[src/logic/asc_pkg.sv]
// constants for the front end status and setup register bank
package asc_pkg;
	// ==========================================
	// register map
	localparam logic [4:0] STATUS_ADDR = 5'h0c;
	localparam logic [4:0] SETUP_ADDR = 5'h0d;
	localparam logic [4:0] WR_FIRST_ADDR = 5'h09;
	localparam logic [4:0] WR_LAST_ADDR = 5'h1f;
	// ==========================================
	// status_comm_reg layout
	localparam logic [23:0] STATUS_RESET = 24'ha10000;
	localparam logic [23:0] STATUS_WR_MASK = 24'hfff800;
	localparam int WR_INC_BIT = 21;
	localparam int PIN_DRIVE_BIT = 20;
	localparam int LINK_BIT = 19;
	localparam int CRC_WIDTH_BIT = 18;
	localparam int COMM_CRC_BIT = 15;
	localparam int ALARM_EN_BIT = 14;
	localparam int MOD_OUT_BIT = 11;
	// ==========================================
	// analog_setup_reg layout
	localparam logic [23:0] SETUP_RESET = 24'h386050;
	localparam logic [23:0] SETUP_WR_MASK = 24'hffe0ff;
	localparam int OFFSET_EN_BIT = 23;
	localparam int GAIN_EN_BIT = 22;
	// ==========================================
	// lock, checksum and timing
	localparam logic [7:0] UNLOCK_KEY = 8'ha5;
	localparam logic [15:0] CRC_SEED = 16'h0000;
	localparam logic [4:0] GAIN_DELAY_TICKS = 5'h18;
	localparam int GAIN_FRAC_BITS = 23;
endpackage

[src/logic/asc_crc16.sv]
// byte-wide checksum engine for one serial communication
module asc_crc16 #(
	parameter logic [15:0] POLY = 16'h1021
) (
	// clock and reset
	input wire logic i_sys_clk,
	input wire logic i_resetn,
	// byte stream
	input wire logic i_start,
	input wire logic i_byte_valid,
	input wire logic [7:0] i_byte,
	// result
	output logic [15:0] o_crc
);
	// ==========================================
	// shift one byte, msb first
	function automatic logic [15:0] crc_byte(input logic [15:0] c, input logic [7:0] b);
		logic [15:0] r;
		r = c;
		for (int i = 7; i >= 0; i--) begin
			r = (r[15] ^ b[i]) ? ((r << 1) ^ POLY) : (r << 1);
		end
		return r;
	endfunction

	logic [15:0] next_crc;

	always_comb begin
		next_crc = o_crc;
		// start wins so a new frame never inherits the old sum
		if (i_start) begin
			next_crc = asc_pkg::CRC_SEED;
		end else if (i_byte_valid) begin
			next_crc = crc_byte(o_crc, i_byte);
		end
	end

	always_ff @(posedge i_sys_clk or negedge i_resetn) begin
		if (!i_resetn) begin
			o_crc <= asc_pkg::CRC_SEED;
		end else begin
			o_crc <= next_crc;
		end
	end
endmodule

[src/logic/asc_regs.sv]
// status/communication and analog setup registers with ready logic
// Behaviour
// linked mode pulses once, for slowest channel
// wide format appends sixteen zero bits
// enabled checksum error holds ready pin low
// unlock key 0xa5 clears checksum alarm
// host writes zero to bits 13-12
// modulator outputs driven only when enabled
// status bits 10-2 read zero
// ready flags read 0 when data ready
// status read sets ready flags to 1
// data reads leave ready flags alone
// offset correction adds no delay
// gain correction delays data 24 ticks
// checksum covers whole communication when enabled
// write address increments, wraps writable range
module asc_regs #(
	parameter int NUM_CH = 2,
	parameter int DATA_W = 24
) (
	// clock and reset
	input wire logic i_sys_clk,
	input wire logic i_resetn,
	// register port from the serial engine
	input wire logic i_comm_start,
	input wire logic [4:0] i_comm_addr,
	input wire logic i_reg_wr,
	input wire logic [23:0] i_reg_wdata,
	input wire logic i_reg_rd,
	input wire logic [4:0] i_reg_addr,
	output logic [23:0] o_reg_rdata,
	output logic [4:0] o_wr_addr,
	// communication checksum
	input wire logic i_comm_byte_valid,
	input wire logic [7:0] i_comm_byte,
	output logic o_crc_append,
	output logic o_crc_wide,
	output logic [31:0] o_crc_field,
	// converters
	input wire logic i_mod_clk_tick,
	input wire logic [NUM_CH-1:0] i_conv_done,
	input wire logic [NUM_CH*DATA_W-1:0] i_conv_data,
	input wire logic [NUM_CH*DATA_W-1:0] i_offset_val,
	input wire logic [NUM_CH*DATA_W-1:0] i_gain_val,
	output logic [NUM_CH*DATA_W-1:0] o_chan_data,
	// configuration checksum and lock
	input wire logic i_cfg_crc_error,
	input wire logic [7:0] i_lock_key,
	// ready pin
	output logic o_ready_pin_n,
	output logic o_ready_pin_oe,
	// modulator outputs
	input wire logic [1:0] i_mod_bits,
	output logic [1:0] o_mod_out,
	output logic [1:0] o_mod_oe
);
	// ==========================================
	// register state
	logic [23:0] status_cfg;
	logic [23:0] setup_cfg;
	logic [4:0] wr_ptr;
	logic [23:0] rdata;
	logic [NUM_CH-1:0] ready_n;
	logic alarm;
	logic [NUM_CH-1:0] pending;
	logic pin_pulse;
	logic [23:0] next_status_cfg;
	logic [23:0] next_setup_cfg;
	logic [4:0] next_wr_ptr;
	logic [23:0] next_rdata;
	logic [NUM_CH-1:0] next_ready_n;
	logic next_alarm;
	logic [NUM_CH-1:0] next_pending;
	logic next_pin_pulse;
	logic [NUM_CH-1:0] chan_evt;
	logic [15:0] crc;
	logic status_rd;
	logic all_seen;

	assign status_rd = i_reg_rd && (i_reg_addr == asc_pkg::STATUS_ADDR);
	assign all_seen = &(pending | chan_evt);

	// ==========================================
	// per channel delay and correction
	for (genvar c = 0; c < NUM_CH; c++) begin : g_ch
		logic [4:0] dly;
		logic [4:0] next_dly;
		logic [DATA_W-1:0] raw;
		logic [DATA_W-1:0] next_raw;
		logic [DATA_W-1:0] out;
		logic [DATA_W-1:0] next_out;
		logic signed [DATA_W-1:0] offs;
		logic signed [2*DATA_W-1:0] prod;
		logic fire;

		// offset sum, no delay stage
		// offset only feeds the gain product when enabled
		assign offs = setup_cfg[asc_pkg::OFFSET_EN_BIT] ?
			DATA_W'($signed(raw) + $signed(i_offset_val[c*DATA_W +: DATA_W])) : $signed(raw);
		assign prod = offs * $signed(i_gain_val[c*DATA_W +: DATA_W]);
		assign fire = i_mod_clk_tick && (dly == 5'h01);
		// 24 tick delay when gain on
		assign chan_evt[c] = setup_cfg[asc_pkg::GAIN_EN_BIT] ? fire : i_conv_done[c];
		assign o_chan_data[c*DATA_W +: DATA_W] = out;

		always_comb begin
			next_dly = dly;
			next_raw = raw;
			next_out = out;
			if (i_conv_done[c]) begin
				next_raw = i_conv_data[c*DATA_W +: DATA_W];
			end
			// a new result restarts a running delay
			if (i_conv_done[c] && setup_cfg[asc_pkg::GAIN_EN_BIT]) begin
				next_dly = asc_pkg::GAIN_DELAY_TICKS;
			end else if (i_mod_clk_tick && dly != 5'h00) begin
				next_dly = dly - 5'h01;
			end
			if (chan_evt[c]) begin
				next_out = i_conv_done[c] ? i_conv_data[c*DATA_W +: DATA_W] : raw;
				if (setup_cfg[asc_pkg::OFFSET_EN_BIT]) begin
					next_out = DATA_W'($signed(next_out)
						+ $signed(i_offset_val[c*DATA_W +: DATA_W]));
				end
				// gain scaling, one plus fraction
				if (setup_cfg[asc_pkg::GAIN_EN_BIT]) begin
					next_out = DATA_W'($signed(next_out)
						+ (prod >>> asc_pkg::GAIN_FRAC_BITS));
				end
			end
		end

		always_ff @(posedge i_sys_clk or negedge i_resetn) begin
			if (!i_resetn) begin
				dly <= 5'h00;
				raw <= '0;
				out <= '0;
			end else begin
				dly <= next_dly;
				raw <= next_raw;
				out <= next_out;
			end
		end
	end

	// ==========================================
	// registers, flags, alarm, ready pin
	always_comb begin
		next_status_cfg = status_cfg;
		next_setup_cfg = setup_cfg;
		next_wr_ptr = wr_ptr;
		next_rdata = rdata;
		next_ready_n = ready_n;
		next_alarm = alarm;
		next_pending = pending;
		next_pin_pulse = 1'b0;
		if (i_comm_start) begin
			next_wr_ptr = i_comm_addr;
		end else if (i_reg_wr) begin
			if (wr_ptr == asc_pkg::STATUS_ADDR) begin
				next_status_cfg = i_reg_wdata & asc_pkg::STATUS_WR_MASK;
			end
			if (wr_ptr == asc_pkg::SETUP_ADDR) begin
				next_setup_cfg = i_reg_wdata & asc_pkg::SETUP_WR_MASK;
			end
			// increment, wrap writable range
			if (status_cfg[asc_pkg::WR_INC_BIT]) begin
				next_wr_ptr = (wr_ptr == asc_pkg::WR_LAST_ADDR) ?
					asc_pkg::WR_FIRST_ADDR : wr_ptr + 5'h01;
			end
		end
		if (i_reg_rd) begin
			case (i_reg_addr)
				// status bits 10-2 zero
				asc_pkg::STATUS_ADDR: next_rdata = {status_cfg[23:11], 9'h000, ready_n};
				asc_pkg::SETUP_ADDR: next_rdata = setup_cfg;
				default: next_rdata = 24'h000000;
			endcase
		end
		// status read rearms flags
		if (status_rd) begin
			next_ready_n = '1;
		end
		// ready clears flag, wins over read
		// data reads not involved here
		next_ready_n = next_ready_n & ~chan_evt;
		// unlock key clears alarm
		if (i_lock_key == asc_pkg::UNLOCK_KEY) begin
			next_alarm = 1'b0;
		end
		// checksum error latches alarm
		if (i_cfg_crc_error && status_cfg[asc_pkg::ALARM_EN_BIT]) begin
			next_alarm = 1'b1;
		end
		// link waits for slowest channel
		if (status_cfg[asc_pkg::LINK_BIT]) begin
			next_pending = all_seen ? '0 : (pending | chan_evt);
			next_pin_pulse = all_seen;
		end else begin
			next_pending = '0;
			next_pin_pulse = |chan_evt;
		end
	end

	always_ff @(posedge i_sys_clk or negedge i_resetn) begin
		if (!i_resetn) begin
			status_cfg <= asc_pkg::STATUS_RESET;
			setup_cfg <= asc_pkg::SETUP_RESET;
			wr_ptr <= asc_pkg::WR_FIRST_ADDR;
			rdata <= 24'h000000;
			ready_n <= '1;
			alarm <= 1'b0;
			pending <= '0;
			pin_pulse <= 1'b0;
		end else begin
			status_cfg <= next_status_cfg;
			setup_cfg <= next_setup_cfg;
			wr_ptr <= next_wr_ptr;
			rdata <= next_rdata;
			ready_n <= next_ready_n;
			alarm <= next_alarm;
			pending <= next_pending;
			pin_pulse <= next_pin_pulse;
		end
	end

	assign o_reg_rdata = rdata;
	assign o_wr_addr = wr_ptr;

	// ==========================================
	// outputs
	// alarm overrides pulse, holds low
	assign o_ready_pin_n = ~(alarm | pin_pulse);
	// idle high is driven only when chosen, else pin floats
	assign o_ready_pin_oe = status_cfg[asc_pkg::PIN_DRIVE_BIT] | alarm | pin_pulse;
	// modulator drive gated by enable
	assign o_mod_oe = {2{status_cfg[asc_pkg::MOD_OUT_BIT]}};
	assign o_mod_out = status_cfg[asc_pkg::MOD_OUT_BIT] ? i_mod_bits : 2'b00;

	// ==========================================
	// communication checksum
	// sum over whole communication
	asc_crc16 u_crc (
		.i_sys_clk(i_sys_clk),
		.i_resetn(i_resetn),
		.i_start(i_comm_start),
		.i_byte_valid(i_comm_byte_valid),
		.i_byte(i_comm_byte),
		.o_crc(crc)
	);
	assign o_crc_append = status_cfg[asc_pkg::COMM_CRC_BIT];
	assign o_crc_wide = status_cfg[asc_pkg::CRC_WIDTH_BIT];
	// wide form pads sixteen zeros
	assign o_crc_field = o_crc_wide ? {crc, 16'h0000} : {16'h0000, crc};
endmodule

[config.mk]
export PLATFORM = sky130hd
export DESIGN_NAME = asc_regs
export DESIGN_NICKNAME = d
export VERILOG_FILES = /design/src/logic/asc_pkg.sv /design/src/logic/asc_crc16.sv /design/src/logic/asc_regs.sv
export SDC_FILE = /design/constraint.sdc
export NUM_CORES = 2
export LEC_CHECK = 0
export ABC_AREA = 1
export BUFFER_PORTS_ARGS = -buffer_cell sky130_fd_sc_hd__buf_2
export CAP_MARGIN = 0
export CORE_ASPECT_RATIO = 0.75
export CORE_MARGIN = 4
export CORE_UTILIZATION = 59
export CTS_CLUSTER_DIAMETER = 60
export DETAILED_ROUTE_END_ITERATION = 16
export GPL_ROUTABILITY_DRIVEN = 0
export PLACE_DENSITY = 0.85
export SLEW_MARGIN = 20
export SYNTH_ARGS = -nofsm -noshare
export SYNTH_HDL_FRONTEND = slang
export SYNTH_SLANG_ARGS = --single-unit
[constraint.sdc]
create_clock -name i_sys_clk -period 9.65 [get_ports i_sys_clk]
set_clock_uncertainty 0.1 [all_clocks]
set_input_delay 2.895 -clock i_sys_clk [delete_from_list [all_inputs] [get_ports i_sys_clk]]
set_output_delay 2.895 -clock i_sys_clk [all_outputs]
set_load 0.1 [all_outputs]
==> summary.md, run 1 <==
| Metric | Value |
|---|---|
| Yosys reg bits | `~190` |
| Remaining global-route overflow | `71` |
| CTS Buffer Depth | `2` |
| H-tree depth | `4` |
| Yosys cell types | `69` |
| Syn Area/Cell | `8.127 um2` |
| Placed wire-length estimate | `182500 um` |
| Most frequent cell after synthesis | `inv_1` |
| Clk sinks | `186` |
| Top_reg_cell synth | `dfrtp_1` |
| Die width | `365.3 um` |
| GRT Total Usage | `68.13%` |
| Largest net degree at the start of global routing | `between 100 and 150` |
| Failed at | `global routing` |
| PortBufs | `316` |
| Top cells by count, synth | `1595 x inv_1, 1212 x nand2_1, 1202 x fa_1, 838 x nor2_1, 402 x ha_1` |
| Seq/Total Area, Yosys | `8.268%` |
| TritonCTS Buffers | `17` |
| Run status | `aborted with a tool error` |
| Io pins | `323` |
| Top cell type's share of synthesized area | `a little over two fifths` |
| Area leader, netlist | `fa_1` |
| Worst-path endpoint category | `register input` |
| Error | `[ERROR GRT-0232] Routing congestion too high. Check the congestion heatmap in the GUI.` |
| Yosys Warn Count | `0` |
| Syn Inst Count | `6953` |
| Row cnt | `98` |
| GR repair worst EP | `g_ch[0].out[17]$_DFFE_PN0P_/D` |
| Clock root cell | `clkbuf_16` |
| Initial Util | `59.38%` |
| Post-Syn Area | `0.05651 mm2` |
| Chip height | `between 200 and 300 um` |
| Synth async-reset ratio | `100.0%` |
| Synth area leaders | `fa_1 43%, inv_1 11%, ha_1 8.9%` |
| Post-synth EDFFs | `0` |
==> metal layers <==
metal / overflow / global-route usage (%)
met3: 3 / 64.37
met4: 33 / 57.89
met5: 1 / 50.07
met1: 2 / 68.00
met2: 32 / 77.80
==> through the flow <==
| step | hold WS (ps) | setup WS (ps) | cell area, um2 | std cells |
|---|---|---|---|---|
| floorplan | 311.7 | -2271 | 57300 | 6955 |
| global placement | 323.9 | -3341 | 67650 | 9328 |
| detailed placement | 333.5 | -3594 | 67650 | 9328 |
| CTS | 339.4 | -2507 | 71030 | 9474 |
==> cell families after synthesis <==
group	count (synthesis)	share of synthesized area [%]
other	1	0.006637
and+or+nand+nor	2315	16.28
xor gates and xnor gates	190	2.945
AOI/OAI and AO/OA	765	7.812
muxes	26	0.5159
buffers and inverters	1866	12.69
adders and majority gates	1604	51.49
DFF	186	8.268
==> repair_timing <==
item | 4_1_cts
cloned | 1
pin swaps | 261
hold buffers | 0
endpoints found under the setup margin | 48
resized for setup | 418
buffers inserted | 128
==> run 2: changes to the inputs <==
CORE_ASPECT_RATIO = not set   (was 0.75)
CORE_UTILIZATION = 40   (was 59)
CTS_CLUSTER_DIAMETER = not set   (was 60)
PLACE_DENSITY = not set   (was 0.85)
PLACE_DENSITY_LB_ADDON = 0.15   (was not set)
clock period = 12.55 ns   (was 9.65 ns; I/O delays follow)
==> run 2 against run 1 <==
Synthesized cell count unchanged. The flow now finishes, with violations (setup timing). Synthesized area stayed put.
==> summary.md, run 2 <==
| Metric | Value |
|---|---|
| Synth area leaders | `fa_1 43%, inv_1 11%, ha_1 8.9%` |
| Placed wire-length estimate | `168100 um (-7.9%)` |
| Worst Path Arrival | `13440 ps` |
| Hold path start | `pending[0]` |
| Top cells by count, synth | `1595 x inv_1, 1212 x nand2_1, 1202 x fa_1, 838 x nor2_1, 402 x ha_1` |
| Initial antenna violation count | `15` |
| Clock root cell | `clkbuf_16` |
| Yosys cell types | `69 (unchanged)` |
| Crit Path Category | `primary input to flop` |
| CTS tree | `done` |
| Final Hold Viols | `0` |
| Synth async-reset ratio | `100.0% (unchanged)` |
| Post-layout min period | `around 13000 ps` |
| R2r startpoint | `g_ch[0].raw[5]` |
| Worst Setup Slack, final | `-645.8 ps` |
| Run status | `finished, violations left` |
| Post-Syn Area | `0.05651 mm2 (unchanged)` |
| Vias in the first global route | `53.52k` |
| WP data required | `between 10000 and 15000 ps` |
| First-pass GRT wire length | `309700 um` |
| Clk sinks | `186 (unchanged)` |
| CP startpoint | `i_offset_val[6]` |
| Final WL | `~200000 um` |
| Remaining global-route overflow | `0` |
| Crit path buf inv count | `16` |
| Core footprint | `0.1399 mm2` |
| Post-synth EDFFs | `0 (unchanged)` |
| Row cnt | `137 (+40%)` |
| Clock-pin slew of the registers on the worst-case setup and hold paths | `approximately 80 ps` |
| Share of cells above drive strength 1 | `27.40%` |
| Critical path's top delay family | `adder cells` |
| FMAX | `75.78 MHz` |
| Fin Hold WS | `343.1 ps` |
| Top cell type's share of synthesized area | `42.59% (unchanged)` |
| Initial Util | `40.40% (-19 points)` |
| Residual DRC count | `0` |
| Clock latency on the worst-skew pair | `470 ps` |
| Most frequent cell after synthesis | `inv_1` |
| Worst Setup Start Kind | `primary input` |
| CTS Buffer Depth | `2 (unchanged)` |
| Final net count | `10.04k` |
| Failing checks | `setup timing` |
| Top_reg_cell synth | `dfrtp_1` |
| Die width | `383.9 um (+5.1%)` |
| Worst path slowest cell | `fa_2` |
| TritonCTS Buffers | `17 (unchanged)` |
| Fillers | `13.33k` |
| Worst Path Max Fanout | `4` |
| Layout area overhead | `29.84%` |
| Slew Limit Fails | `0` |
| DIE AREA | `0.1473 mm2` |
| Pre-antenna DRT Iters | `6` |
| PortBufs | `316 (unchanged)` |
| Routed Antenna Nets | `0` |
| Commonest non-fill, non-tap cell in the layout | `inv_1` |
| Worst-Margin Slew | `1079 ps` |
| Crit path largest cell delay | `570 ps` |
| Avg WL per Cell | `19.52 um` |
| Final period utilization | `105.1%` |
| Seq/Total Area, Yosys | `8.268% (unchanged)` |
| Yosys Warn Count | `0 (unchanged)` |
| RSZ-0062 raised after global routing | `yes` |
| Setup violators final | `38` |
| H-tree depth | `4 (unchanged)` |
| Worst slew margin relative to its limit | `28.05%` |
| Vias | `50.55k` |
| DRT iter0 DRCs | `about 3.2k` |
| Largest net degree at the start of global routing | `between 100 and 150` |
| Syn Inst Count | `6953 (unchanged)` |
| Chip height | `383.9 um (+39%)` |
| Most frequent cells in the layout | `1520 x inv_1, 1122 x nand2_1, 1118 x fa_1` |
| Yosys reg bits | `186 (unchanged)` |
| Io pins | `323 (unchanged)` |
| GRT Total Usage | `~27%` |
| Hold Crit Class | `flop to flop` |
| Maxcap violations | `0` |
| CP Capture Type | `flop` |
| Area leader, netlist | `fa_1` |
| Syn Area/Cell | `8.127 um2 (unchanged)` |
| Vias/cell | `4.995` |
-- run 2: cell counts after synthesis --
No cell type changed its count.
-- run 2: worst reg2reg max path: cells and delay by family (launching register included) --
family                     cells  cell delay (ps)
adders and majority gates     11             4670
AOI/OAI and AO/OA             14             2260
buffers and inverters         15             1430
and+or+nand+nor               11              980
DFF                            1              510
xor gates and xnor gates       2              210
-- run 2: layout make-up --
type                    count  area [um2]  share of cell area, %
multi-input cells        4903       48080                  65.53
repair buffers           1489       11500                  15.68
inverters                1630        6131                  8.356
diodes                      4       10.01                0.01364
clock inverters            13       178.9                 0.2439
flip-flops and latches    186        4677                  6.375
clock buffers              19       442.9                 0.6037
well taps                1876        2347                  3.199
-- run 2: timing repair --
item / CTS / global route
hold buffers: 0 / 0
pin swaps: 302 / 172
setup buffers: 123 / 35
setup endpoints to repair: 41 / 44
gates resized for setup: 592 / 252
gates cloned: 3 / 0
-- run 2: final timing paths --
| kind | to | cells past startpoint | slack [ps] |
|---|---|---|---|
| worst max-delay path | g_ch[0].out[18] | 54 | -650 |
| worst min-delay path | pending[1] | 1 | 340 |
| worst max register to register | g_ch[0].out[18] | 53 | 2300 |
| worst min register to register | pending[1] | 1 | 340 |
| max in group asynchronous | ready_n[1] | 3 | 7750 |
| min in group asynchronous | o_reg_rdata[14] | 1 | 3350 |
-- run 2: cell families (layout without fill, tap and decap cells) --
kind of cell	Yosys count	in the layout	synth area share, %
flip-flops	186	186	8.268
adder cells (fa/ha/maj)	1604	1604	51.49
AND/OR/NAND/NOR	2315	2315	16.28
buffers and inverters	1866	3151	12.69
XOR/XNOR	190	190	2.945
multiplexers	26	26	0.5159
AO/OA/AOI/OAI	765	765	7.812
other	1	7	0.006637
-- run 2: metal layers --
metal	GRT usage, %	vias up	wire (um)
met1	38.01	25320	85870
met4	6.075	10	5197
met3	4.752	273	14600
met2	44.46	1670	91830
li1	-	23280	-
met5	0	-	63
-- run 2: through the flow --
step | setup TNS, ps | cells | utilization, % | cell area [um2] | setup slack, ps
6_report | -14480 | 10120 | 52.45 | 73370 | -645.8
5_1_grt | -31030 | 10120 | 52.45 | 73360 | -1176
4_1_cts | -11510 | 10090 | 51.57 | 72140 | -555.5
3_5_place_dp | -54800 | 9935 | 48.52 | 67870 | -1694
3_3_place_gp | -53330 | 9935 | 48.52 | 67870 | -1693
2_1_floorplan | -575.7 | 6955 | - | 56710 | -247.3
Power of run 2 is left out: the tool's default activity adds up to more than one toggle a clock period on the data nets, which glitch-free logic cannot reach.
